$ cat config.mk
export PLATFORM = sky130hd
export DESIGN_NAME = anps_regs
export DESIGN_NICKNAME = d
export VERILOG_FILES = /design/src/core/anps_pkg.sv /design/src/core/anps_regs.sv /design/src/core/anps_sticky.sv
export SDC_FILE = /design/constraint.sdc
export NUM_CORES = 1
export LEC_CHECK = 0
export ABC_CLOCK_PERIOD_IN_PS = 2500
export BUFFER_PORTS_ARGS = -buffer_cell sky130_fd_sc_hd__buf_2
export CORE_MARGIN = 5
export CORE_UTILIZATION = 40
export CTS_BUF_LIST = sky130_fd_sc_hd__clkbuf_4 sky130_fd_sc_hd__clkbuf_8
export CTS_CLUSTER_SIZE = 14
export DETAILED_ROUTE_END_ITERATION = 6
export PLACE_DENSITY_LB_ADDON = 0.15
export SYNTH_ARGS = -nofsm -noshare
export SYNTH_HDL_FRONTEND = slang
export SYNTH_SLANG_ARGS = --single-unit
$ cat constraint.sdc
create_clock -name clk -period 2.5 [get_ports clk]
set_clock_uncertainty 0.1 [all_clocks]
set_input_delay 0.25 -clock clk [delete_from_list [all_inputs] [get_ports clk]]
set_output_delay 0.25 -clock clk [all_outputs]
set_load 0.05 [all_outputs]
$ cat src/core/anps_pkg.sv
package anps_pkg;

  // Register indices (word addresses on the management port)
  localparam logic [4:0] ADDR_EXP_STATUS = 5'h06;
  localparam logic [4:0] ADDR_NP_TX      = 5'h07;
  localparam logic [4:0] ADDR_NP_RX      = 5'h08;
  localparam logic [4:0] ADDR_MS_STATUS  = 5'h0a;
  localparam logic [4:0] ADDR_IRQ_STATUS = 5'h18;
  localparam logic [4:0] ADDR_IRQ_ENABLE = 5'h19;
  localparam logic [4:0] ADDR_IRQ_CLEAR  = 5'h1a;

  // Expansion status bit positions
  localparam int EXP_PD_FAULT   = 4;
  localparam int EXP_LP_NP_ABLE = 3;
  localparam int EXP_LOC_NP     = 2;
  localparam int EXP_PAGE_RX    = 1;
  localparam int EXP_LP_AN_ABLE = 0;

  // Next-page word bit positions
  localparam int NP_MORE   = 15;
  localparam int NP_RSVD   = 14;
  localparam int NP_MSG    = 13;
  localparam int NP_COMPLY = 12;
  localparam int NP_TOGGLE = 11;

  // Master/slave status bit positions
  localparam int MS_FAULT    = 15;
  localparam int MS_MASTER   = 14;
  localparam int MS_LOC_RX   = 13;
  localparam int MS_REM_RX   = 12;
  localparam int MS_GIG_FD   = 11;
  localparam int MS_LP_GIG_H = 10;

  // Reset values
  localparam logic [10:0] NP_TX_CODE_RST = 11'h001;
  localparam logic [10:0] NP_RX_CODE_RST = 11'h000;
  localparam logic        LOC_NP_RST     = 1'h1;

  // Interrupt event bit positions
  localparam int IRQ_PD_FAULT = 0;
  localparam int IRQ_PAGE_RX  = 1;
  localparam int IRQ_MS_FAULT = 2;
  localparam int IRQ_IDLE_ERR = 3;
  localparam int IRQ_WIDTH    = 4;

  // Next-page word layout
  typedef struct packed {
    logic        more;
    logic        rsvd;
    logic        message_page_select;
    logic        message_comply_flag;
    logic        toggle;
    logic [10:0] page_code_field;
  } anps_np_word_t;

  // Status inputs from negotiation and receiver logic
  typedef struct packed {
    logic pd_fault;
    logic page_rx;
    logic lp_np_able;
    logic partner_negotiation_able;
    logic an_enable;
    logic ms_fault;
    logic ms_master;
    logic loc_rx_ok;
    logic rem_rx_ok;
    logic gig_fd_adv;
    logic lp_gig_hd;
    logic idle_err;
  } anps_status_in_t;

endpackage : anps_pkg

$ cat src/core/anps_regs.sv
// Local design decision: the strobed register port.
`timescale 1ns/1ps
`default_nettype none

module anps_regs (
  // Clock and reset
  input  wire logic                     clk,
  input  wire logic                     rst_n,
  // Management register port
  input  wire logic [4:0]               reg_addr,
  input  wire logic [15:0]              reg_wdata,
  input  wire logic                     reg_wr,
  input  wire logic                     reg_rd,
  output logic      [15:0]              reg_rdata,
  // Negotiation engine side
  input  wire anps_pkg::anps_status_in_t st_in,
  input  wire anps_pkg::anps_np_word_t  np_rx_word,
  input  wire logic                     np_rx_valid,
  input  wire logic                     np_tx_done,
  output anps_pkg::anps_np_word_t       np_tx_word,
  output logic                          np_msg_mode,
  // Interrupt
  output logic                          irq
);

  ////////////////////////////////////////////////////////////////////////////
  // Reset synchroniser
  logic rst_meta;
  logic rst_sync_n;

  // Async assert, synchronous release
  always_ff @(posedge clk or negedge rst_n) begin
    if (!rst_n) begin
      rst_meta   <= 1'b0;
      rst_sync_n <= 1'b0;
    end else begin
      rst_meta   <= 1'b1;
      rst_sync_n <= rst_meta;
    end
  end

  ////////////////////////////////////////////////////////////////////////////
  // Decode
  logic rd_exp;
  logic rd_ms;
  logic wr_np_tx;
  logic wr_irq_en;
  logic wr_irq_clr;

  // Read-clear strobes and write strobes
  assign rd_exp     = reg_rd && (reg_addr == anps_pkg::ADDR_EXP_STATUS);
  assign rd_ms      = reg_rd && (reg_addr == anps_pkg::ADDR_MS_STATUS);
  assign wr_np_tx   = reg_wr && (reg_addr == anps_pkg::ADDR_NP_TX);
  assign wr_irq_en  = reg_wr && (reg_addr == anps_pkg::ADDR_IRQ_ENABLE);
  assign wr_irq_clr = reg_wr && (reg_addr == anps_pkg::ADDR_IRQ_CLEAR);

  ////////////////////////////////////////////////////////////////////////////
  // Latched-high status flags
  logic pd_fault_flag;
  logic page_rx_flag;
  logic ms_fault_flag;

  // Parallel-detect fault, cleared by reading expansion status
  anps_sticky u_pd_fault (
    .clk   (clk),
    .rst_n (rst_sync_n),
    .set   (st_in.pd_fault),
    .clr   (rd_exp),
    .flag  (pd_fault_flag)
  );

  // New page arrived; either engine pulse or stored page counts
  anps_sticky u_page_rx (
    .clk   (clk),
    .rst_n (rst_sync_n),
    .set   (st_in.page_rx | np_rx_valid),
    .clr   (rd_exp),
    .flag  (page_rx_flag)
  );

  // Manual master/slave fault, cleared by reading master/slave status
  anps_sticky u_ms_fault (
    .clk   (clk),
    .rst_n (rst_sync_n),
    .set   (st_in.ms_fault),
    .clr   (rd_ms),
    .flag  (ms_fault_flag)
  );

  ////////////////////////////////////////////////////////////////////////////
  // Idle error counter
  logic [7:0] idle_err_cnt;

  // Saturates so a burst is never hidden; a same-cycle error survives the read
  always_ff @(posedge clk or negedge rst_sync_n) begin
    if (!rst_sync_n) begin
      idle_err_cnt <= 8'h00;
    end else if (rd_ms) begin
      idle_err_cnt <= st_in.idle_err ? 8'h01 : 8'h00;
    end else if (st_in.idle_err && idle_err_cnt != 8'hff) begin
      idle_err_cnt <= idle_err_cnt + 8'h01;
    end
  end

  ////////////////////////////////////////////////////////////////////////////
  // Next-page transmit word
  logic        tx_more;
  logic        tx_msg;
  logic        tx_comply;
  logic [10:0] tx_code;
  logic        tx_toggle_inv;

  // Writable fields; bit 14 and bit 11 ignore writes
  always_ff @(posedge clk or negedge rst_sync_n) begin
    if (!rst_sync_n) begin
      tx_more   <= 1'b0;
      tx_msg    <= 1'b0;
      tx_comply <= 1'b0;
      tx_code   <= anps_pkg::NP_TX_CODE_RST;
    end else if (wr_np_tx) begin
      tx_more   <= reg_wdata[anps_pkg::NP_MORE];
      tx_msg    <= reg_wdata[anps_pkg::NP_MSG];
      tx_comply <= reg_wdata[anps_pkg::NP_COMPLY];
      tx_code   <= reg_wdata[10:0];
    end
  end

  // Toggle flips per page sent, shown as inverse of the last one sent
  always_ff @(posedge clk or negedge rst_sync_n) begin
    if (!rst_sync_n) begin
      tx_toggle_inv <= 1'b0;
    end else if (np_tx_done) begin
      tx_toggle_inv <= ~tx_toggle_inv;
    end
  end

  // Word driven toward the partner
  always_comb begin
    np_tx_word                     = '0;
    np_tx_word.more                = tx_more;
    np_tx_word.rsvd                = 1'b0;
    np_tx_word.message_page_select = tx_msg;
    np_tx_word.message_comply_flag = tx_comply;
    np_tx_word.toggle              = tx_toggle_inv;
    np_tx_word.page_code_field     = tx_code;
  end

  // Tells the engine how to interpret the code field
  assign np_msg_mode = tx_msg;

  ////////////////////////////////////////////////////////////////////////////
  // Next-page received word
  anps_pkg::anps_np_word_t rx_word;

  // Captured whole; toggle stored inverted, reserved forced low
  always_ff @(posedge clk or negedge rst_sync_n) begin
    if (!rst_sync_n) begin
      rx_word                 <= '0;
      rx_word.page_code_field <= anps_pkg::NP_RX_CODE_RST;
    end else if (np_rx_valid) begin
      rx_word        <= np_rx_word;
      rx_word.toggle <= ~np_rx_word.toggle;
      rx_word.rsvd   <= 1'b0;
    end
  end

  ////////////////////////////////////////////////////////////////////////////
  // Interrupts
  logic [anps_pkg::IRQ_WIDTH-1:0] irq_set;
  logic [anps_pkg::IRQ_WIDTH-1:0] irq_status;
  logic [anps_pkg::IRQ_WIDTH-1:0] irq_enable;

  // Event sources
  always_comb begin
    irq_set                         = '0;
    irq_set[anps_pkg::IRQ_PD_FAULT] = st_in.pd_fault;
    irq_set[anps_pkg::IRQ_PAGE_RX]  = st_in.page_rx | np_rx_valid;
    irq_set[anps_pkg::IRQ_MS_FAULT] = st_in.ms_fault;
    irq_set[anps_pkg::IRQ_IDLE_ERR] = st_in.idle_err;
  end

  // One sticky bit per event, cleared by writing ones
  genvar gi;
  generate
    for (gi = 0; gi < anps_pkg::IRQ_WIDTH; gi++) begin : g_irq
      anps_sticky u_irq (
        .clk   (clk),
        .rst_n (rst_sync_n),
        .set   (irq_set[gi]),
        .clr   (wr_irq_clr & reg_wdata[gi]),
        .flag  (irq_status[gi])
      );
    end
  endgenerate

  // Enable mask
  always_ff @(posedge clk or negedge rst_sync_n) begin
    if (!rst_sync_n) begin
      irq_enable <= '0;
    end else if (wr_irq_en) begin
      irq_enable <= reg_wdata[anps_pkg::IRQ_WIDTH-1:0];
    end
  end

  // Level interrupt
  assign irq = |(irq_status & irq_enable);

  ////////////////////////////////////////////////////////////////////////////
  // Read mux
  logic [15:0] next_rdata;

  // Unmapped and reserved bits read zero
  always_comb begin
    next_rdata = 16'h0000;
    case (reg_addr)
      anps_pkg::ADDR_EXP_STATUS: begin
        next_rdata[anps_pkg::EXP_PD_FAULT]   = pd_fault_flag;
        next_rdata[anps_pkg::EXP_LP_NP_ABLE] = st_in.lp_np_able;
        next_rdata[anps_pkg::EXP_LOC_NP]     = anps_pkg::LOC_NP_RST;
        next_rdata[anps_pkg::EXP_PAGE_RX]    = page_rx_flag;
        next_rdata[anps_pkg::EXP_LP_AN_ABLE] = st_in.an_enable & st_in.partner_negotiation_able;
      end
      anps_pkg::ADDR_NP_TX: begin
        next_rdata = np_tx_word;
      end
      anps_pkg::ADDR_NP_RX: begin
        next_rdata = rx_word;
      end
      anps_pkg::ADDR_MS_STATUS: begin
        next_rdata[anps_pkg::MS_FAULT]    = ms_fault_flag;
        next_rdata[anps_pkg::MS_MASTER]   = st_in.ms_master;
        next_rdata[anps_pkg::MS_LOC_RX]   = st_in.loc_rx_ok;
        next_rdata[anps_pkg::MS_REM_RX]   = st_in.rem_rx_ok;
        next_rdata[anps_pkg::MS_GIG_FD]   = st_in.gig_fd_adv;
        next_rdata[anps_pkg::MS_LP_GIG_H] = st_in.lp_gig_hd;
        next_rdata[7:0]                   = idle_err_cnt;
      end
      anps_pkg::ADDR_IRQ_STATUS: begin
        next_rdata[anps_pkg::IRQ_WIDTH-1:0] = irq_status;
      end
      anps_pkg::ADDR_IRQ_ENABLE: begin
        next_rdata[anps_pkg::IRQ_WIDTH-1:0] = irq_enable;
      end
      default: begin
        next_rdata = 16'h0000;
      end
    endcase
  end

  // Read data stands only in the cycle after the strobe
  always_ff @(posedge clk or negedge rst_sync_n) begin
    if (!rst_sync_n) begin
      reg_rdata <= 16'h0000;
    end else if (reg_rd) begin
      reg_rdata <= next_rdata;
    end else begin
      reg_rdata <= 16'h0000;
    end
  end

endmodule // anps_regs

`default_nettype wire

$ cat src/core/anps_sticky.sv
`timescale 1ns/1ps
`default_nettype none

// One sticky flag; a set in the same cycle as a clear wins
module anps_sticky (
  // Clock and reset
  input  wire logic clk,
  input  wire logic rst_n,
  // Control
  input  wire logic set,
  input  wire logic clr,
  // State
  output logic      flag
);

  // Set has priority so no event is lost at the clear edge
  always_ff @(posedge clk or negedge rst_n) begin
    if (!rst_n) begin
      flag <= 1'b0;
    end else if (set) begin
      flag <= 1'b1;
    end else if (clr) begin
      flag <= 1'b0;
    end
  end

endmodule // anps_sticky

`default_nettype wire

==> flow_metrics.tcl, run 1 <==
set metrics [dict create \
    worstPathCellList "ha_1, nand4_1, o21ai_0, mux2i_1, nor2_1" \
    drive_above_1_share_pct 44.5 \
    multi_input_area_um2 1210 \
    cts_tree "built" \
    peakVddDrop_mv 0.477 \
    r2r_cells 5 \
    drt_first_pass_iters 7 \
    outcome "finished clean" \
    drtIter0Drc 104 \
    synth-seq-cells 67 \
    fin_area_um2 3790 \
    routabilityCongestion 0.852 \
    synth_edf_count 0 \
    reg2reg_slack_ns 0.84 \
    antenna_found_initial 0 \
    cts_made_buffers 9 \
    powerDensity_nw_per_um2 817 \
    worstPathMaxFanout 5 \
    fin_setup_tns_ns 0 \
    clk_pin_slew_ns 0.07 \
    cp_top_family "flip-flops" \
    grt_pass1_wl_um 11200 \
    max_slew_margin_pct 55.5 \
    hold_violations 0 \
    io_pins 89 \
    ctsHtreeMaxLevel 3 \
    synth.avg_cell_area_um2 12.2 \
    mostFrequentLayoutCell "buf_2" \
    ys.flop_type "dfrtp_1" \
    crit_buf_inv 0 \
    r2r_start "idle_err_cnt[0]" \
    syn_inst 245 \
    yosys_warnings 0 \
    seq_area_um2 1680 \
    die_x_um 96.5 \
    gr-usage-all-layers_pct 16.1 \
    cts_buffer_depth 2 \
    crit_path_top_delay_cell "dfrtp_1" \
    grt.overflow.total 0 \
    clock-sinks 67 \
    rows 31 \
    critPathRequiredTime_ns 2.61 \
    max_clock_freq_ghz 0.602 \
    syn_to_final_growth_pct 26.4 \
    ant_nets 0 \
    placed_area_um2 3490 \
    via_count 2204 \
    die_h_um 96.5 \
    cts_resized 0 \
    cp-start-kind "flop" \
    drcViolationCount 0 \
    dp_hpwl_um 5120 \
    timing.final.crit_share_pct 66.5 \
    maxCapViolations 0 \
    hold_depth 2 \
    root_buffer "clkbuf_8" \
    via_per_inst 5.03 \
    clock_latency_ns 0.34 \
    die-area_um2 9320 \
    cp.arrival_ns 1.77 \
    port_buffers 84 \
    p_leak_nw 1.78 \
    drt_wl_total_um 7070 \
    num-fill-cells 682 \
    cp_slowest_stage_delay_ns 0.43 \
    grt_pass1_vias 2261 \
    layout_min_cycle_time_ns 1.66 \
    synth_nets 301 \
    hold_path_startpoint "st_in[5]" \
    rsz0062_at_grt "no" \
    crit_type "reg2reg" \
    ys_async_sr_fraction_pct 100 \
    slew_viol_final 0 \
    setup_viol 0 \
    worst_pin_slew_ns 0.663 \
    wire_per_inst_um 16.1 \
    worst_setup_path_end_kind "flop" \
    design.core.area_um2 7250 \
    grt_max_degree 44 \
    hp-class "in2reg" \
    final_cell_mix "buf_2 (84), dfrtp_1 (65), mux2_2 (36), nor2_1 (21), nand2_1 (16)" \
    initial_core_util_pct 41.3 \
    r2r-end "idle_err_cnt[1]" \
    hold_end "reg_rdata[14]" \
    synth_cell_type_count 44 \
    fin_nets 390 \
    seq_area_frac_synth_pct 56.0 \
    diodes 0 \
    syn_area_um2 3000 \
]
==> worst reg2reg max path: cells and delay by family (launching register included) <==
family          cells  cell delay, ns
flops               1            0.43
simple gates        2            0.24
compound gates      1            0.30
mux                 1            0.23
fa+ha+maj           1            0.23
==> state kept, by name (all words and copies together), names as in the netlist <==
register,cells
irq_enable,4
rst_sync_n,1
reg_rdata,16
u_ms_fault.flag,1
g_irq.u_irq.flag,4
idle_err_cnt,8
tx_code,11
tx_toggle_inv,1
u_pd_fault.flag,1
rx_word,15
tx_more,1
np_msg_mode,1
u_page_rx.flag,1
rst_meta,1
tx_comply,1
==> area by class of cell <==
type,count,share of cell area [%]
clock inverters,6,2.94
flip-flops and latches,67,44.3
well taps,99,3.27
clock buffers,10,3.64
multi-input cells,161,32.0
repair buffers,94,13.7
inverters,1,0.0991
==> power by group <==
| part | internal (mW) | switching (mW) | total [mW] |
|---|---|---|---|
| logic | 0.232 | 0.403 | 0.635 |
| registers | 1.22 | 0.133 | 1.36 |
| clock network | 0.691 | 0.412 | 1.10 |
| total | 2.15 | 0.949 | 3.10 |
==> metrics by stage <==
stage	hold WS [ns]	worst slack, ns	cells	total power, mW	utilization [%]
4_1_cts	0.00371	0.828	437	3.13	52.1
3_3_place_gp	-0.0648	0.558	417	2.00	48.1
5_1_grt	0.00122	0.648	438	3.24	52.2
3_5_place_dp	-0.0629	0.554	417	2.01	48.1
6_report	0.0164	0.838	438	3.10	52.2
2_1_floorplan	-0.146	0.398	245	1.84	-
==> synthesized netlist by cell type, types with 2 or more instances <==
cell	count	area share [%]
buf_6	2	0.75
a21o_1	6	1.5
a22oi_1	6	1.5
and4bb_2	2	0.84
clkbuf_1	4	0.50
o21ai_0	6	1.0
nand3b_1	5	1.3
nor3_1	2	0.33
or2_2	2	0.42
a222oi_1	9	3.0
nand2_1	16	2.0
nand4_1	2	0.42
nand3_1	5	0.84
o21a_1	2	0.50
mux2_2	36	14
dfrtp_1	66	55
and3_1	4	0.84
xor2_1	4	1.2
buf_2	2	0.33
conb_1	2	0.25
mux2i_1	5	1.7
a211o_1	2	0.58
nor2_1	21	2.6
buf_4	7	1.8
nor2b_1	4	0.84
a21oi_1	5	0.84
==> worst max-delay path by stage <==
stage,depth (start not counted),start,slack [ns],to
5_1_grt,5,idle_err_cnt[0],0.65,idle_err_cnt[1]
3_5_place_dp,5,reg_addr[4],0.55,reg_rdata[5]
3_3_place_gp,5,reg_addr[4],0.56,reg_rdata[5]
6_report,5,idle_err_cnt[0],0.84,idle_err_cnt[1]
4_1_cts,5,idle_err_cnt[0],0.83,idle_err_cnt[1]
2_1_floorplan,0,rst_sync_n,0.40,g_irq[0].u_irq.flag
==> per-layer routing <==
metal | vias up | track usage (%) | share of wire, %
met4 | 0 | 3.86 | 0.91
li1 | 1055 | - | -
met3 | 7 | 6.04 | 7.4
met5 | - | 0 | 0
met2 | 64 | 25.9 | 48
met1 | 1078 | 20.6 | 44
==> repair_timing <==
action | 4_1_cts | 5_1_grt
hold buffers | 4 | 1
buffers inserted | 0 | 0
endpoints found under the hold margin | 6 | 1
==> cells by family after synthesis <==
logic type	after synthesis	synth area share (%)
buffers and inverters	17	3.59
multiplexers	41	15.2
other	2	0.251
adder cells (fa/ha/maj)	1	0.418
AO/OA/AOI/OAI	43	10.6
flip-flops	67	56.0
AND/OR/NAND/NOR	70	12.7
XOR/XNOR	4	1.17
(Power assumes the default switching activity.)
==> run 2: changes to the inputs <==
Settings changed: ABC_CLOCK_PERIOD_IN_PS 2500 to 1350.
Clock period 2.5 ns to 1.35 ns, I/O delays scaled along.
==> run 2 against run 1 <==
The flow now finishes with violations (setup timing). Register-to-register slack worse by 0.91 ns. Combinational power is 140% higher. Sequential power is 83% higher. Cell count is 13% higher. Total power is 83% higher. First-iteration DRC count is 42% higher. Worst hold slack better by 0.16 ns. Non-clock buffer count is 59 higher. Via count is 14% higher. Count of clock-buffer cells in the layout stayed put. Largest cell class unchanged.
==> flow_metrics.tcl, run 2 (same netlist as run 1, synthesis figures left out) <==
set metrics [dict create \
    drtIter0Drc 148 \
    port_buffers 84 \
    violations "setup timing" \
    top_regs "reg_rdata (16), rx_word (15), tx_code (11)" \
    setup_viol 5 \
    pre_cts_ws_ns -0.304 \
    drt_first_pass_iters 5 \
    peakVddDrop_mv 0.711 \
    dr_wl_met2_um 4110 \
    ctsHtreeMaxLevel 3 \
    pwr-share-comb_pct 26.7 \
    via_per_inst 5.04 \
    rows 31 \
    p_sw_mw 1.86 \
    cts_made_buffers 9 \
    fin_nets 449 \
    rsz0062_at_grt "yes" \
    maxCapViolations 0 \
    max_slew_margin_pct 58.4 \
    worstPathMaxFanout 3 \
    worst_pin_slew_ns 0.620 \
    cts_buffer_depth 2 \
    design.core.area_um2 7250 \
    drt_wl_total_um 7840 \
    wirelength_met1_um 3260 \
    die_h_um 96.5 \
    cp.arrival_ns 1.55 \
    root_buffer "clkbuf_8" \
    wire_per_inst_um 15.8 \
    slew_viol_final 0 \
    p_sw_share_pct 32.9 \
    dp_hpwl_um 5600 \
    setup_slack_ns -0.0698 \
    power_frac_seq_pct 44.1 \
    drive_above_1_share_pct 46.2 \
    grt_pass1_wl_um 13000 \
    clk_pin_slew_ns 0.08 \
    timing.final.crit_share_pct 105 \
    antenna_found_initial 0 \
    clock_latency_ns 0.34 \
    layout_min_cycle_time_ns 1.42 \
    cts_tree "built" \
    outcome "finished with violations" \
    grt.overflow.total 0 \
    initial_core_util_pct 41.3 \
    largest_register_ffs 16 \
    diodes 0 \
    top_register "reg_rdata" \
    num-fill-cells 660 \
    clock-sinks 67 \
    drcViolationCount 0 \
    die-area_um2 9320 \
    hold_violations 0 \
    route.met3.wl_um 328 \
    intPower_mw 3.79 \
    final_cell_mix "buf_2 (82), dfrtp_1 (64), dlygate4sd3_1 (42), mux2_2 (35), buf_4 (26)" \
    via_count 2507 \
    io_pins 89 \
    finalPower_mw 5.65 \
    routabilityCongestion 0.922 \
    die_x_um 96.5 \
    cp-start-kind "flop" \
    hp-class "reg2async" \
    grt_max_degree 36 \
    worst_setup_path_end_kind "flop" \
    max_clock_freq_ghz 0.704 \
    grt_pass1_vias 2678 \
    syn_to_final_growth_pct 44.9 \
    clkPwrFrac_pct 29.2 \
    mostFrequentLayoutCell "buf_2" \
    ant_nets 0 \
    critPathRequiredTime_ns 1.48 \
    holdWs_ns 0.176 \
    routed.top_layer "met4" \
    gr-usage-all-layers_pct 18.6 \
    p_leak_nw 2.03 \
    crit_type "reg2reg" \
    powerDensity_nw_per_um2 1300 \
]
[run 2: changes by cell type in the layout (fill, tap and decap cells not counted), moves of 2 or more]
cell           before  now
buf_6               0    2
bufinv_16           3    1
dlygate4sd3_1       5   42
buf_4               4   26
buf_2              84   82
nor2_1             21   19
[run 2: stage by stage]
step	TNS, ns	instances	util (%)	cell area [µm²]
2_1_floorplan	-0.842	245	-	3010
3_3_place_gp	-6.45	435	50.0	3630
3_5_place_dp	-7.07	435	50.0	3630
4_1_cts	-0.169	495	59.1	4290
5_1_grt	-0.849	497	59.8	4340
6_report	-0.234	497	59.8	4340
[run 2: worst paths after layout]
| kind | from | to | slack [ns] | cells after the start |
|---|---|---|---|---|
| max | idle_err_cnt[0] | idle_err_cnt[4] | -0.07 | 6 |
| min | rst_sync_n | irq_enable[1] | 0.18 | 1 |
| max reg2reg | idle_err_cnt[0] | idle_err_cnt[4] | -0.07 | 6 |
| min reg2reg | rst_sync_n | irq_enable[1] | 0.18 | 1 |
| max in group asynchronous | rst_n | rst_sync_n | 0.46 | 3 |
| min in group clk | st_in[9] | reg_rdata[3] | 0.18 | 4 |
[run 2: final cells by class]
| type | count | area [µm²] | share of cell area (%) |
|---|---|---|---|
| tap | 99 | 124 | 2.85 |
| sequential | 67 | 1680 | 38.7 |
| multi-input combinational | 161 | 1270 | 29.2 |
| timing repair buffer | 153 | 1070 | 24.6 |
| clock buffer | 10 | 131 | 3.03 |
| inverter | 1 | 3.75 | 0.0865 |
| clock inverter | 6 | 65.1 | 1.50 |
[run 2: power groups by stage]
| stage | Clock (mW) | Combinational, mW | Sequential [mW] |
|---|---|---|---|
| global route | 1.79 | 1.63 | 2.53 |
| floorplan | 0 | 0.645 | 2.77 |
| finish | 1.65 | 1.51 | 2.49 |
| global placement | 0 | 1.33 | 2.50 |
| CTS | 1.70 | 1.48 | 2.48 |
| detailed placement | 0 | 1.35 | 2.51 |
[run 2: routing by layer]
metal,global-route usage (%),up-vias
li1,-,1175
met1,23.1,1244
met2,32.0,72
met3,3.72,16
met4,7.13,0
met5,0,-
[run 2: worst max-delay path, stage by stage (launching register included)]
cell      delay, ns
dfrtp_1        0.42
ha_4           0.17
buf_4          0.13
and3_4         0.17
o211ai_1       0.09
xor2_1         0.17
nor2_1         0.06
[run 2: what timing repair did]
action,CTS,global route
hold endpoints to repair,50,0
resized for setup,7,10
cloned,0,0
setup buffers,2,2
pin swaps,1,9
hold buffers,42,0
setup endpoints to repair,7,14
==> run 3: changes to the inputs <==
Settings changed: SYNTH_HIERARCHICAL from default to 1.
==> run 3 against run 2 <==
The flow still finishes with violations (setup timing). Die area up 0.86%. Register-to-register slack worse by 0.04 ns. Largest power group unchanged. Core utilization up 1.6 points. Highest routed layer unchanged. Combinational power up 9%.
==> flow_metrics.tcl, run 3 <==
set metrics [dict create \
    mostFrequentLayoutCell "buf_2" \
    cp_top_family "flip-flops" \
    root_buffer "clkbuf_8" \
    grt_pass1_vias 2671 \
    powerDensity_nw_per_um2 1280 \
    yosys_warnings 6 \
    drt_first_pass_iters 5 \
    num-fill-cells 646 \
    cts_tree "built" \
    top_regs "reg_rdata (16), rx_word (15), tx_code (11)" \
    wirelength_met1_um 3440 \
    violations "setup timing" \
    hold_depth 2 \
    final_cell_mix "buf_2 (82), dfrtp_1 (63), dlygate4sd3_1 (40), buf_4 (34), mux2_2 (22)" \
    drive_above_1_share_pct 47.8 \
    worst_setup_path_end_kind "output port" \
    crit_type "reg2out" \
    wire_per_inst_um 15.8 \
    synth_nets 302 \
    syn_area_um2 3020 \
    layout_min_cycle_time_ns 1.49 \
    cts_buffer_depth 2 \
    worstPathCellList "buf_6, a22oi_2, nand2_1, buf_6" \
    finalPower_mw 5.75 \
    synth.avg_cell_area_um2 12.3 \
    ys.flop_type "dfrtp_1" \
    worstPathMaxFanout 2 \
    cp_slowest_stage_delay_ns 0.39 \
    clk_pin_slew_ns 0.08 \
    setup_slack_ns -0.142 \
    syn_inst 246 \
    rsz0062_at_grt "yes" \
    synth_top_area_share_pct 54.6 \
    r2r_cells 6 \
    hp-class "in2reg" \
    ctsHtreeMaxLevel 3 \
    crit_path_top_delay_cell "dfrtp_1" \
    antenna_found_initial 0 \
    route.met3.wl_um 417 \
    slew_viol_final 0 \
    grt.overflow.total 0 \
    io_pins 89 \
    port_buffers 84 \
    design.core.area_um2 7290 \
    die_h_um 97.0 \
    cp_num_cells 4 \
    routabilityCongestion 0.827 \
    post-synth-top-area-cell "dfrtp_1" \
    cpMostUsedCell "buf_6" \
    gr-usage-all-layers_pct 17.3 \
    drt_wl_total_um 8040 \
    via_per_inst 4.99 \
    drtIter0Drc 168 \
    rows 31 \
    dp_hpwl_um 5670 \
    crit_buf_inv 2 \
    ant_nets 0 \
    p_leak_nw 2.13 \
    peakVddDrop_mv 0.879 \
    critPathRequiredTime_ns 1.12 \
    yosysMostFrequentCell "dfrtp_1" \
    die-area_um2 9400 \
    seq_area_frac_synth_pct 55.5 \
    hold_violations 0 \
    diodes 0 \
    fin_nets 461 \
    cp-start-kind "flop" \
    synth_edf_count 0 \
    drcViolationCount 0 \
    cts_made_buffers 9 \
    timing.final.crit_share_pct 110 \
    routed.top_layer "met4" \
    dr_wl_met2_um 4080 \
    finish.utilization_pct 61.4 \
    synth_top_cells_by_count "dfrtp_1 (66), mux2_2 (22), nor2_1 (21)" \
    top_register "reg_rdata" \
    clock-sinks 67 \
    synth.area.top_cells "dfrtp_1 (55%), mux2_2 (8.2%), mux2_4 (5.0%)" \
    die_x_um 97.0 \
    max_clock_freq_ghz 0.670 \
    outcome "finished with violations" \
    initial_core_util_pct 41.5 \
    fin_setup_tns_ns -0.638 \
    via_count 2539 \
    grt_pass1_wl_um 13000 \
    syn_to_final_growth_pct 48.0 \
    grt_max_degree 66 \
    cp.arrival_ns 1.26 \
    maxCapViolations 0 \
    largest_register_ffs 16 \
    synth-seq-cells 67 \
    setup_viol 7 \
    clock_latency_ns 0.34 \
    synth_cell_type_count 47 \
    ys_async_sr_fraction_pct 100 \
]
## run 3: cell count changes after synthesis, sizes merged, moves of 4 or more
cell   delta
and2      +4
inv       +9
mux2      -4
nand2     -8
o21ai     -6
## run 3: final timing paths
check,from,end,slack (ns)
worst max-delay path,g_irq[1].u_irq/flag,irq,-0.14
worst min-delay path,st_in[0],g_irq[3].u_irq/flag,0.02
worst max register to register,g_irq[1].u_irq/flag,reg_rdata[1],-0.11
worst min register to register,rst_sync_n,tx_code[10],0.18
max in group asynchronous,rst_n,rst_sync_n,0.50
min in group asynchronous,rst_sync_n,tx_code[10],0.18
## run 3: kinds of logic after synthesis
family / share of synthesized area, %
muxes: 14.5
and+or+nand+nor: 12.7
other: 0.248
xor gates and xnor gates: 0.869
adders and majority gates: 0.414
AOI/OAI and AO/OA: 11.4
buffers and inverters: 4.47
DFF: 55.5
## run 3: per-layer routing
layer | track usage [%] | up-vias
li1 | - | 1207
met1 | 21.2 | 1246
met2 | 30.3 | 76
met3 | 3.60 | 10
met4 | 5.62 | 0
met5 | 0 | -
## run 3: worst reg2reg max path, stage by stage, from the launching register on
cell	delay, ns
dfrtp_1	0.39
buf_4	0.14
buf_4	0.12
mux2i_2	0.16
nor2_1	0.08
a221oi_2	0.21
o22ai_1	0.12
## run 3: final cells by class
class	instances	area, µm²	area share, %
timing repair buffer	162	1150	25.7
inverter	11	41.3	0.922
tap	99	124	2.77
clock inverter	7	56.3	1.26
clock buffer	9	124	2.77
sequential	67	1680	37.6
multi-input combinational	154	1300	29.0
## run 3: repair_timing
item                       in CTS  in global routing
gates resized for setup         8                 13
gates cloned                    0                  0
setup buffers                   1                  3
hold buffers                   40                  0
hold endpoints to repair       47                  0
setup endpoints to repair       8                 14
pin swaps                       5                  9
## run 3: report_power, final
group	internal (mW)	total, mW	switching (mW)
Sequential	2.30	2.56	0.257
Clock	0.695	1.54	0.845
Combinational	0.710	1.65	0.943
Total	3.71	5.75	2.05
## run 3: through the flow
| stage | instances | cell area (µm²) | worst slack, ns | hold slack, ns |
|---|---|---|---|---|
| 2_1_floorplan | 246 | 3060 | -0.191 | -0.261 |
| 3_3_place_gp | 450 | 3790 | -0.265 | -0.180 |
| 3_5_place_dp | 450 | 3790 | -0.314 | -0.178 |
| 4_1_cts | 506 | 4400 | -0.141 | 0.00394 |
| 5_1_grt | 509 | 4480 | -0.234 | 0.0137 |
| 6_report | 509 | 4480 | -0.142 | 0.0160 |
